==> src/ssb_map.vh <==
// Constants for the sleep sync status bank: register indices, flag bits, timing.
// Assumes a host command port that selects registers by index.
// Notes on behaviour
// - Missed sync tally saturates at FFFF
// - Host writes zero to clear the tally
// - Flag bit 0 set while network awake
// - Flag bit 1 set while acting coordinator
// - Flag bit 2 sticky on any valid sync
// - Flag bit 3 set on sync this wake
// - Flag bit 4 set when sleep settings change
// - Flag bit 5 set on self nomination request
// - Flag bit 6 set in deployment mode
// - Report active sleep interval, 10 ms units
// - Report active wake interval, 1 ms units
// - Nonzero wake delay holds off serial output
// - Received serial character stops wake delay timer
// - Configured sleep interval held in 10 ms units
`ifndef SSB_MAP_VH
`define SSB_MAP_VH

// ----------------------------------------
// Register indices on the command port
// ----------------------------------------
`define SSB_REG_TALLY 3'h0
`define SSB_REG_FLAGS 3'h1
`define SSB_REG_ASLEEP 3'h2
`define SSB_REG_AWAKE 3'h3
`define SSB_REG_WDELAY 3'h4
`define SSB_REG_CSLEEP 3'h5
`define SSB_REG_CWAKE 3'h6

// ----------------------------------------
// Flag bit positions and reset values
// ----------------------------------------
`define SSB_F_AWAKE 0
`define SSB_F_COORD 1
`define SSB_F_EVER 2
`define SSB_F_THIS 3
`define SSB_F_CHANGED 4
`define SSB_F_NOMINATE 5
`define SSB_F_DEPLOY 6
`define SSB_TALLY_MAX 16'hFFFF
`define SSB_WDELAY_RST 16'h0000
`define SSB_CSLEEP_RST 32'h000000C8
`define SSB_CWAKE_RST 32'h000007D0

// ----------------------------------------
// Timing
// ----------------------------------------
`define SSB_CLK_HZ 100000000
`define SSB_TICK_MS 1
`define SSB_TICK_CYC (`SSB_CLK_HZ / 1000 * `SSB_TICK_MS)
`define SSB_SLEEP_UNIT_MS 32'h0000000A
`define SSB_SLEEP_UNIT_RND 32'h00000009
`define SSB_SLEEP_MIN 32'h00000001

`endif

==> src/ssb_ms_tick.v <==
// Millisecond tick divider for the sleep sync status bank.
// Assumes one clock and a synchronous copy of reset from the top.
`timescale 1ns/1ps
module ssb_ms_tick #(
  parameter CYCLES = 100000
) (
  input wire clk_i, // System clock
  input wire rst_n_i, // Synchronised reset, active low
  output reg tick_o // One-cycle pulse each millisecond
);
  reg [31:0] count;

  // ----------------------------------------
  // Divider
  // ----------------------------------------
  // Free running so every timer shares one phase
  always @(posedge clk_i or negedge rst_n_i) begin
    if (!rst_n_i) begin
      count <= 32'h00000000;
      tick_o <= 1'b0;
    end else if (count == CYCLES - 1) begin
      count <= 32'h00000000;
      tick_o <= 1'b1;
    end else begin
      count <= count + 32'h00000001;
      tick_o <= 1'b0;
    end
  end
endmodule

==> src/ssb_bank.v <==
// Sleep sync status bank: missed sync tally, sleep flags, active intervals,
// and the host wake delay timer. Assumes the sleep engine drives the state
// inputs from the same clock; pins and the serial strobe are synchronised here.
`timescale 1ns/1ps
`include "ssb_map.vh"
module ssb_bank #(
  parameter TICK_CYC = `SSB_TICK_CYC
) (
  input wire clk_i, // 100 MHz clock
  input wire arst_n_i, // Async reset, active low
  input wire cmd_wr_i, // Host register write strobe
  input wire cmd_rd_i, // Host register read strobe
  input wire [2:0] cmd_idx_i, // Register index
  input wire [31:0] cmd_wdata_i, // Write data
  output reg [31:0] cmd_rdata_o, // Read data
  output reg cmd_ack_o, // Read or write done
  input wire net_awake_i, // Network wake state
  input wire coord_i, // Acting as sleep coordinator
  input wire deploy_i, // Deployment mode
  input wire sync_rx_i, // Valid sync message pulse
  input wire wake_start_i, // Wake cycle begins, pulse
  input wire wake_end_i, // Wake cycle ends, pulse
  input wire settings_sent_i, // Sync with new settings sent
  input wire nominate_cmd_i, // Nomination command pulse
  input wire nominate_done_i, // Nomination carried out
  input wire button_pin_i, // Commissioning button pin, high pressed
  input wire serial_rx_pin_i, // Serial character strobe from pin domain
  input wire [31:0] net_sleep_i, // Sleep interval from network, 10 ms
  input wire [31:0] net_wake_i, // Wake interval from network, 1 ms
  input wire net_synced_i, // Use network intervals
  output reg [31:0] active_sleep_interval_o, // Sleep period in use
  output reg [31:0] active_wake_interval_o, // Wake period in use
  output wire host_hold_o // Hold off serial output and samples
);
  reg [1:0] rst_sync;
  wire rst_n;
  reg [15:0] missed_sync_tally;
  reg [15:0] host_wake_delay;
  reg [31:0] configured_sleep_interval;
  reg [31:0] configured_wake_interval;
  reg ever_sync;
  reg this_sync;
  reg changed;
  reg nominate;
  reg [15:0] hold_count;
  reg [1:0] btn_sync;
  reg btn_prev;
  reg [1:0] rx_sync;
  reg rx_prev;
  wire tick;
  wire btn_rise;
  wire rx_char;
  wire [7:0] flags;
  reg [31:0] next_sleep;

  // ----------------------------------------
  // Reset release and pin synchronisers
  // ----------------------------------------
  always @(posedge clk_i or negedge arst_n_i) begin
    if (!arst_n_i) begin
      rst_sync <= 2'h0;
    end else begin
      rst_sync <= {rst_sync[0], 1'b1};
    end
  end
  assign rst_n = rst_sync[1];

  // Second stage only feeds the edge detectors
  always @(posedge clk_i or negedge rst_n) begin
    if (!rst_n) begin
      btn_sync <= 2'h0;
      btn_prev <= 1'b0;
      rx_sync <= 2'h0;
      rx_prev <= 1'b0;
    end else begin
      btn_sync <= {btn_sync[0], button_pin_i};
      btn_prev <= btn_sync[1];
      rx_sync <= {rx_sync[0], serial_rx_pin_i};
      rx_prev <= rx_sync[1];
    end
  end
  assign btn_rise = btn_sync[1] & ~btn_prev;
  assign rx_char = rx_sync[1] & ~rx_prev;

  ssb_ms_tick #(
    .CYCLES(TICK_CYC)
  ) u_tick (
    .clk_i(clk_i),
    .rst_n_i(rst_n),
    .tick_o(tick)
  );

  // ----------------------------------------
  // Missed sync tally
  // ----------------------------------------
  // Host write wins over a same-cycle miss so a clear is never undone
  always @(posedge clk_i or negedge rst_n) begin
    if (!rst_n) begin
      missed_sync_tally <= 16'h0000;
    end else if (cmd_wr_i && cmd_idx_i == `SSB_REG_TALLY) begin
      missed_sync_tally <= cmd_wdata_i[15:0];
    end else if (wake_end_i && !this_sync && !sync_rx_i) begin
      if (missed_sync_tally != `SSB_TALLY_MAX) begin
        missed_sync_tally <= missed_sync_tally + 16'h0001;
      end
    end
  end

  // ----------------------------------------
  // Sticky flags; every set beats its clear
  // ----------------------------------------
  always @(posedge clk_i or negedge rst_n) begin
    if (!rst_n) begin
      ever_sync <= 1'b0;
      this_sync <= 1'b0;
      changed <= 1'b0;
      nominate <= 1'b0;
    end else begin
      if (sync_rx_i) begin
        ever_sync <= 1'b1;
      end
      if (sync_rx_i) begin
        this_sync <= 1'b1;
      end else if (wake_start_i) begin
        this_sync <= 1'b0;
      end
      if (cmd_wr_i && (cmd_idx_i == `SSB_REG_CSLEEP || cmd_idx_i == `SSB_REG_CWAKE)) begin
        changed <= 1'b1;
      end else if (settings_sent_i) begin
        changed <= 1'b0;
      end
      if (btn_rise || nominate_cmd_i) begin
        nominate <= 1'b1;
      end else if (nominate_done_i) begin
        nominate <= 1'b0;
      end
    end
  end

  // Undocumented bit 7 reads zero; host must not rely on it
  assign flags = {1'b0, deploy_i, nominate, changed, this_sync, ever_sync, coord_i,
                  net_awake_i};

  // ----------------------------------------
  // Configuration registers
  // ----------------------------------------
  always @(posedge clk_i or negedge rst_n) begin
    if (!rst_n) begin
      host_wake_delay <= `SSB_WDELAY_RST;
      configured_sleep_interval <= `SSB_CSLEEP_RST;
      configured_wake_interval <= `SSB_CWAKE_RST;
    end else if (cmd_wr_i) begin
      if (cmd_idx_i == `SSB_REG_WDELAY) begin
        host_wake_delay <= cmd_wdata_i[15:0];
      end else if (cmd_idx_i == `SSB_REG_CSLEEP) begin
        configured_sleep_interval <= cmd_wdata_i;
      end else if (cmd_idx_i == `SSB_REG_CWAKE) begin
        configured_wake_interval <= cmd_wdata_i;
      end
    end
  end

  // ----------------------------------------
  // Active intervals
  // ----------------------------------------
  // Delay is in ms, sleep in 10 ms; subtract ceil(delay/10), floored at one unit
  always @* begin
    next_sleep = net_synced_i ? net_sleep_i : configured_sleep_interval;
    if (next_sleep > {16'h0000, host_wake_delay} / `SSB_SLEEP_UNIT_MS + `SSB_SLEEP_MIN) begin
      next_sleep = next_sleep -
                   ({16'h0000, host_wake_delay} + `SSB_SLEEP_UNIT_RND) / `SSB_SLEEP_UNIT_MS;
    end else if (host_wake_delay != 16'h0000) begin
      next_sleep = `SSB_SLEEP_MIN;
    end
  end

  always @(posedge clk_i or negedge rst_n) begin
    if (!rst_n) begin
      active_sleep_interval_o <= `SSB_CSLEEP_RST;
      active_wake_interval_o <= `SSB_CWAKE_RST;
    end else begin
      active_sleep_interval_o <= next_sleep;
      active_wake_interval_o <= net_synced_i ? net_wake_i : configured_wake_interval;
    end
  end

  // ----------------------------------------
  // Host wake delay timer
  // ----------------------------------------
  // Loaded on wake; counts whole ticks, so first ms may be up to 1 ms short
  always @(posedge clk_i or negedge rst_n) begin
    if (!rst_n) begin
      hold_count <= 16'h0000;
    end else if (rx_char) begin
      hold_count <= 16'h0000;
    end else if (wake_start_i) begin
      hold_count <= host_wake_delay;
    end else if (tick && hold_count != 16'h0000) begin
      hold_count <= hold_count - 16'h0001;
    end
  end
  assign host_hold_o = (hold_count != 16'h0000);

  // ----------------------------------------
  // Command port read and acknowledge
  // ----------------------------------------
  always @(posedge clk_i or negedge rst_n) begin
    if (!rst_n) begin
      cmd_rdata_o <= 32'h00000000;
      cmd_ack_o <= 1'b0;
    end else begin
      cmd_ack_o <= cmd_wr_i | cmd_rd_i;
      if (cmd_rd_i) begin
        if (cmd_idx_i == `SSB_REG_TALLY) begin
          cmd_rdata_o <= {16'h0000, missed_sync_tally};
        end else if (cmd_idx_i == `SSB_REG_FLAGS) begin
          cmd_rdata_o <= {24'h000000, flags};
        end else if (cmd_idx_i == `SSB_REG_ASLEEP) begin
          cmd_rdata_o <= active_sleep_interval_o;
        end else if (cmd_idx_i == `SSB_REG_AWAKE) begin
          cmd_rdata_o <= active_wake_interval_o;
        end else if (cmd_idx_i == `SSB_REG_WDELAY) begin
          cmd_rdata_o <= {16'h0000, host_wake_delay};
        end else if (cmd_idx_i == `SSB_REG_CSLEEP) begin
          cmd_rdata_o <= configured_sleep_interval;
        end else if (cmd_idx_i == `SSB_REG_CWAKE) begin
          cmd_rdata_o <= configured_wake_interval;
        end else begin
          cmd_rdata_o <= 32'h00000000;
        end
      end
    end
  end
endmodule

==> config.mk <==
export PLATFORM = sky130hd
export DESIGN_NAME = ssb_bank
export DESIGN_NICKNAME = d
export VERILOG_FILES = /design/src/ssb_ms_tick.v /design/src/ssb_bank.v
export VERILOG_INCLUDE_DIRS = /design/src /design/src/src
export SDC_FILE = /design/constraint.sdc
export NUM_CORES = 1
export LEC_CHECK = 0
export BUFFER_PORTS_ARGS = -buffer_cell sky130_fd_sc_hd__buf_2
export CAP_MARGIN = 0
export CELL_PAD_IN_SITES_DETAIL_PLACEMENT = 1
export CELL_PAD_IN_SITES_GLOBAL_PLACEMENT = 1
export CORE_MARGIN = 5
export CORE_UTILIZATION = 46
export DETAILED_ROUTE_END_ITERATION = 10
export PLACE_DENSITY_LB_ADDON = 0.1
export RECOVER_POWER = 25
export SLEW_MARGIN = 10
export SYNTH_ARGS = -nofsm -noshare
export SYNTH_HDL_FRONTEND = slang
export SYNTH_SLANG_ARGS = --single-unit
==> constraint.sdc <==
create_clock -name clk_i -period 8.7 [get_ports clk_i]
set_clock_uncertainty 0.2 [all_clocks]
set_input_delay 0.435 -clock clk_i [delete_from_list [all_inputs] [get_ports clk_i]]
set_output_delay 0.435 -clock clk_i [all_outputs]
set_load 0.02 [all_outputs]
==> parameters.txt, run 1 <==
Parameter                              Value

Layout
  Most common cell after layout, fill and taps aside ... buf_4
  Net count, final ... 2973
  Post-Layout Cell Count ... 3378
  Most used cells in the layout excluding fill and tap cells ... 463 x buf_4, 232 x dfrtp_1, 209 x buf_2
  Syn-to-layout area delta ... 45.83%
  Filler cells ... 4528
  Layout cell share with drive strength beyond 1 ... 0.4227

CTS
  Clock root cell ... clkbuf_16
  CTS Sinks ... between 200 and 300
  Clock transition at the registers of the reported paths ... 0.07 ns
  Depth of the CTS H-tree ... 1
  Worst-skew pair later-pin latency ... 0.62 ns
  Cts bufs inserted ... 29
  TritonCTS clock tree ... yes
  Max Root-Sink Buffers ... 3

GRT
  GR peak layer ... met2
  Met1 layer usage reported by global route ... 0.4799
  Via count of the first global-routing pass ... 23112
  Global Route met2 Usage ... 0.6601
  First-pass GRT wire length ... 138.7 mm
  Routing usage on met3 ... 0.07113
  GRT Resource Usage Total ... 0.3880
  Gr ovfl total ... 0
  Maximum number of pins on one net before global-route repair ... 144
  Number of antenna violations at the first check in global routing ... 5

Worst setup path
  Endpoint class of the critical path ... flop
  Required time reported for the critical path endpoint ... approximately 9.0 ns
  Largest incremental delay on the critical path ... between 0.9 and 1 ns
  Setup Crit Path Kind ... reg2reg
  Critical path startpoint category ... flop
  Endpoint arrival time on the critical path ... 13.65 ns
  Slowest stage cell on the critical path ... a31oi_1
  Maximum fanout count along the critical path ... 8
  Most frequent cell on the critical path ... a21o_1

Floorplanning
  Total number of placement rows ... 74
  Die outline width ... 211.9 um
  Chip height ... 211.9 um
  Area inside the core boundary ... 40550 sq um
  Initial core utilization ... 0.4625
  Number of ports placed on the die boundary ... ~210
  Die area ... 44920 sq um

Timing
  Clock period minus worst slack ... 13.36 ns
  Fin. max-slew vios ... 34
  Worst relative slew slack ... -0.08894
  Max Clk Rate ... 74.85 MHz
  RSZ-0062 raised after global routing ... true
  Post-Route Hold Slack ... -0.008948 ns
  Slew @ Worst Pin ... roughly 1.6 ns
  Number of hold violations in the final report ... 1
  Post-route worst setup slack ... -4.660 ns
  Number of setup violations in the final report ... 32
  Post-Route Setup TNS ... -122.06 ns
  Period Utilization, post-route ... 1.536

Placed design
  Total placed cells including tap cells ... 3171
  PortBufs ... 212
  DP HPWL ... 57.00 mm
  Final GP Congestion ... 0.9109

Route
  First-pass DRT Iterations ... 6
  Post-detailed-route wirelength per cell ... between 30 and 40 um
  First-iteration detailed-routing DRC count ... 3352
  Wirelength, routed ... 115.7 mm
  Ratio of routed vias to standard cells ... 7.105
  Antenna-violating nets left ... 0
  Number of vias in the routed layout ... about 24000
  Remaining design rule violation count ... 0

Logic synthesis
  Count of unique library cells instantiated by Yosys ... ~120
  Yosys warning count ... 0
  Post-Synthesis Mean Instance Area ... ~9 sq um
  Net count of the mapped netlist ... 2270
  Post-synthesis sequential area ratio ... 0.3400
  Number of enable-type register cells in the synthesized netlist ... 0
  Share of synthesized registers carrying an async set or reset ... 1.000
  Number of synthesized register bits ... 254
  Post-synthesis cell area ... ~19000 sq um
  Top flip-flop cell by instance count after synthesis ... dfrtp_1
  Post-synthesis cell count ... 2117

Job
  Max cap viols ... 1

Outcome
  Failing checks ... negative hold slack, max-capacitance violations, max-slew violations, negative setup slack
  Result of the run ... finished with violations

Min path
  HP Class ... in2reg
==> worst max-delay path: cells and delay by family (launching register included) <==
family	cells	cell delay (ns)
and+or+nand+nor	19	4.42
adders and majority gates	2	0.48
xor gates and xnor gates	3	0.86
buffers and inverters	4	0.71
DFF	1	0.42
AOI/OAI and AO/OA	24	6.15
==> metrics by stage <==
stage	worst slack (ns)	instance area [sq um]	utilization
2_1_floorplan	-1.711	19180	-
3_3_place_gp	-2.516	23680	0.5840
3_5_place_dp	-2.812	23680	0.5840
4_1_cts	-2.171	26410	0.6511
5_1_grt	-4.719	27350	0.6745
6_report	-4.660	27360	0.6745
==> path summary, 6_finish.rpt <==
path	from	to	slack [ns]	cells past startpoint
hold reg to reg	rx_sync[0]	rx_sync[1]	0.16	0
min in group asynchronous	rst_sync[1]	host_wake_delay[14]	0.21	0
hold / removal	net_sleep_i[16]	active_sleep_interval_o[16]	-0.009	3
max in group asynchronous	rst_sync[1]	u_tick.count[11]	6.62	1
setup reg to reg	host_wake_delay[7]	active_sleep_interval_o[20]	-4.66	52
setup / recovery	host_wake_delay[7]	active_sleep_interval_o[20]	-4.66	52
==> area by class of cell <==
type                            count  area (sq um)  share of cell area
Multi-Input combinational cell   1672         13210              0.4830
Sequential cell                   254          6386              0.2335
Timing Repair Buffer              797          5922              0.2165
Clock buffer                       44         832.0             0.03042
Tap cell                          532         665.6             0.02433
Inverter                           66         254.0            0.009285
Clock inverter                      8         70.07            0.002561
Antenna cell                        5         12.51           0.0004574
==> sequential cells by signal, summed over array words and instances (netlist names) <==
signal / flops
host_wake_delay: 16
configured_wake_interval: 32
active_wake_interval_o: 32
cmd_ack_o: 1
configured_sleep_interval: 32
hold_count: 16
u_tick.count: 32
btn_prev: 1
cmd_rdata_o: 32
changed: 1
btn_sync: 2
u_tick.tick_o: 1
rst_sync: 2
rx_sync: 2
missed_sync_tally: 16
rx_prev: 1
ever_sync: 1
this_sync: 1
active_sleep_interval_o: 32
nominate: 1
==> Yosys cell counts (all sizes together) (8+ instances only) <==
cell type,number,area share
a211o,8,0.0037
a211oi,42,0.018
a21o,29,0.012
a21oi,112,0.031
a221oi,14,0.0069
a22oi,19,0.0076
a31oi,28,0.010
and2,13,0.0043
and3,24,0.0080
and4,9,0.0042
buf,47,0.013
clkbuf,78,0.016
dfrtp,236,0.31
dfstp,18,0.025
ha,37,0.025
inv,61,0.012
mux2,130,0.078
mux2i,42,0.023
nand2,149,0.030
nand2b,27,0.0090
nand3,66,0.018
nand4,27,0.0093
nor2,195,0.039
nor2b,22,0.0073
nor3,71,0.022
nor4,29,0.011
o211ai,25,0.011
o21a,14,0.0056
o21ai,146,0.040
o22ai,25,0.0087
o2bb2ai,28,0.013
o31ai,12,0.0051
or2,14,0.0047
or3,17,0.0057
or4,9,0.0036
xnor2,105,0.049
xor2,55,0.026
==> cell families (layout without fill, tap and decap cells) <==
kind of cell	count (synthesis)	in the layout	share of synthesized area
other	1	6	0.0001999
xor gates and xnor gates	161	161	0.07591
and+or+nand+nor	701	701	0.1910
buffers and inverters	191	915	0.04202
AOI/OAI and AO/OA	593	593	0.2192
adders and majority gates	42	42	0.02788
muxes	174	174	0.1037
DFF	254	254	0.3400
==> timing repair <==
action | 4_1_cts | 5_1_grt
buffers inserted | 49 | 37
endpoints found under the setup margin | 32 | 32
gates resized for setup | 153 | 148
cloned | 1 | 0
pin swaps | 77 | 82
hold endpoints to repair | 102 | 0
hold buffers | 70 | 0
==> metal layers <==
layer  vias up  routed length [um]
met5         -                  25
met4         4               11750
met3       960               13360
met2      2173               51520
met1     11646               39020
li1       9219                   -
Power of run 1 is not shown: default switching activity piles up to over one toggle a cycle in this logic, so the estimate is an artifact.
==> run 2: changes to the inputs <==
--- a/config.mk
+++ b/config.mk
@@ -14,7 +14,6 @@
 export CORE_UTILIZATION = 46
 export DETAILED_ROUTE_END_ITERATION = 10
 export PLACE_DENSITY_LB_ADDON = 0.1
-export RECOVER_POWER = 25
 export SLEW_MARGIN = 10
 export SYNTH_ARGS = -nofsm -noshare
 export SYNTH_HDL_FRONTEND = slang
==> run 2 against run 1 <==
Against the previous run:
- the flow finishes with violations (negative hold slack, negative setup slack)
- critical path depth is 2 higher
- sequential share of layout area about the same
- fmax up 0.63%
- sequential cell count did not move
- register-to-register slack better by 0.08 ns
- final area is essentially flat
- final cell count increased by 0.12%
==> parameters.txt, run 2 (synthesis gave the netlist of run 1 again) <==
Parameter                              Value

Timing
  Slew @ Worst Pin ... between 1 and 1.5 ns
  Max Clk Rate ... 75.33 MHz
  Fin. max-slew vios ... 0
  RSZ-0062 raised after global routing ... true
  Post-Route Hold Slack ... -0.009075 ns
  Worst relative slew slack ... 0.1859
  Number of hold violations in the final report ... 2
  Number of setup violations in the final report ... 32
  Period Utilization, post-route ... 1.526
  Post-Route Setup TNS ... -123.32 ns
  Post-route worst setup slack ... -4.575 ns
  Clock period minus worst slack ... 13.28 ns

CTS
  CTS Sinks ... 254
  Clock transition at the registers of the reported paths ... 0.07 ns
  Max Root-Sink Buffers ... 3
  Clock root cell ... clkbuf_16
  Worst-skew pair later-pin latency ... a little over 0.6 ns
  Depth of the CTS H-tree ... 1
  TritonCTS clock tree ... yes
  Cts bufs inserted ... 29

Route
  Highest routed metal layer ... met5
  Number of vias in the routed layout ... around 24000
  Ratio of routed vias to standard cells ... just over 7
  Met2 wire len ... about 52 mm
  WL met1 ... 38.99 mm
  Remaining design rule violation count ... 0
  Post-detailed-route wirelength per cell ... approximately 35 um
  Antenna-violating nets left ... 0
  First-iteration detailed-routing DRC count ... 3446
  First-pass DRT Iterations ... 6
  Amount of wire on met3 after detailed routing ... 13.43 mm
  Wirelength, routed ... roughly 120 mm

Layout
  Most used cells in the layout excluding fill and tap cells ... 463 x buf_4, 232 x dfrtp_1, 211 x buf_2
  Core utilization of the finished layout ... 0.6748
  Filler cells ... 4505
  Most common cell after layout, fill and taps aside ... buf_4
  Layout cell share with drive strength beyond 1 ... 0.4238
  Net count, final ... 2973
  Syn-to-layout area delta ... 45.90%

Placed design
  DP HPWL ... 57.00 mm
  PortBufs ... approximately 210
  Post-place setup slack ... -2.812 ns
  Final GP Congestion ... 0.9109

Worst setup path
  Depth of the worst register-to-register path ... 54
  Endpoint arrival time on the critical path ... 13.60 ns
  Source of the worst register-to-register timing path ... host_wake_delay[8]
  Critical path startpoint category ... flop
  Largest incremental delay on the critical path ... 0.70 ns
  Required time reported for the critical path endpoint ... 9.03 ns
  Endpoint class of the critical path ... flop
  Most frequent cell on the critical path ... a21o_1
  Setup Crit Path Kind ... reg2reg
  Slowest stage cell on the critical path ... or4_1
  Maximum fanout count along the critical path ... 8
  Terminus of the critical flop-to-flop path ... active_sleep_interval_o[25]
  Flop2flop setup slack ... -4.58 ns

Floorplanning
  Die area ... 44920 sq um
  Number of ports placed on the die boundary ... around 210
  Area inside the core boundary ... 40550 sq um
  Chip height ... 211.9 um
  Die outline width ... 211.9 um
  Total number of placement rows ... 74
  Initial core utilization ... 0.4625

GRT
  Maximum number of pins on one net before global-route repair ... 144
  Gr ovfl total ... 0
  Number of antenna violations at the first check in global routing ... 5
  GRT Resource Usage Total ... 0.3880
  First-pass GRT wire length ... 138.7 mm
  Via count of the first global-routing pass ... 23112

Outcome
  Failing checks ... negative hold slack, negative setup slack
  Result of the run ... finished with violations

Min path
  Destination of the worst hold path ... active_sleep_interval_o[16]
  Number of stages on the worst hold path ... 3
  HP Class ... in2reg
  Critical hold path startpoint ... net_sleep_i[16]

Job
  Max cap viols ... 0
-- run 2: changes by cell type in the layout (fill, tap and decap cells not counted), sizes merged --
cell    change
buf         +2
diode       +4
clkbuf      -2
-- run 2: layout make-up --
cell class / count / area, sq um / area share
Antenna cell: 9 / 22.52 / 0.0008229
Clock buffer: 44 / 832.0 / 0.03040
Clock inverter: 8 / 70.07 / 0.002560
Inverter: 66 / 254.0 / 0.009281
Multi-Input combinational cell: 1672 / 13210 / 0.4828
Sequential cell: 254 / 6386 / 0.2333
Tap cell: 532 / 665.6 / 0.02432
Timing Repair Buffer: 797 / 5924 / 0.2165
-- run 2: stage by stage --
step                cells  cell area, sq um  hold slack [ns]
finish               3382             27370        -0.009075
global route         3376             27350        -0.009153
CTS                  3342             26410         0.001326
detailed placement   3171             23680          0.03031
global placement     3171             23680          0.02007
floorplan            2117             19180         -0.06059
-- run 2: per-layer routing --
layer | vias to the layer above | GRT usage
li1 | 9218 | -
met1 | 11646 | 0.4799
met2 | 2273 | 0.6601
met3 | 1001 | 0.07113
met4 | 4 | 0.1777
met5 | - | 0
-- run 2: worst max path at each step --
stage                         from                     endpoint  slack (ns)
2_1_floorplan  host_wake_delay[14]  active_sleep_interval_o[25]       -1.71
3_3_place_gp   host_wake_delay[13]  active_sleep_interval_o[20]       -2.52
3_5_place_dp   host_wake_delay[13]  active_sleep_interval_o[25]       -2.81
4_1_cts        host_wake_delay[13]  active_sleep_interval_o[15]       -2.17
5_1_grt         host_wake_delay[0]  active_sleep_interval_o[25]       -4.34
6_report        host_wake_delay[8]  active_sleep_interval_o[25]       -4.58
-- run 2: what timing repair did --
item | CTS | global route
pin swaps | 77 | 82
endpoints found under the hold margin | 102 | 0
endpoints found under the setup margin | 32 | 32
hold buffers | 70 | 0
gates cloned | 1 | 0
gates resized for setup | 153 | 148
buffers inserted | 49 | 37
-- run 2: worst max-delay path: cells and delay by family, from the launching register on --
family	cells	cell delay [ns]
AOI/OAI and AO/OA	28	6.93
DFF	1	0.41
and+or+nand+nor	18	3.79
buffers and inverters	4	0.76
xor gates and xnor gates	3	0.87
adders and majority gates	1	0.22
Power of run 2 is left out for the same reason.
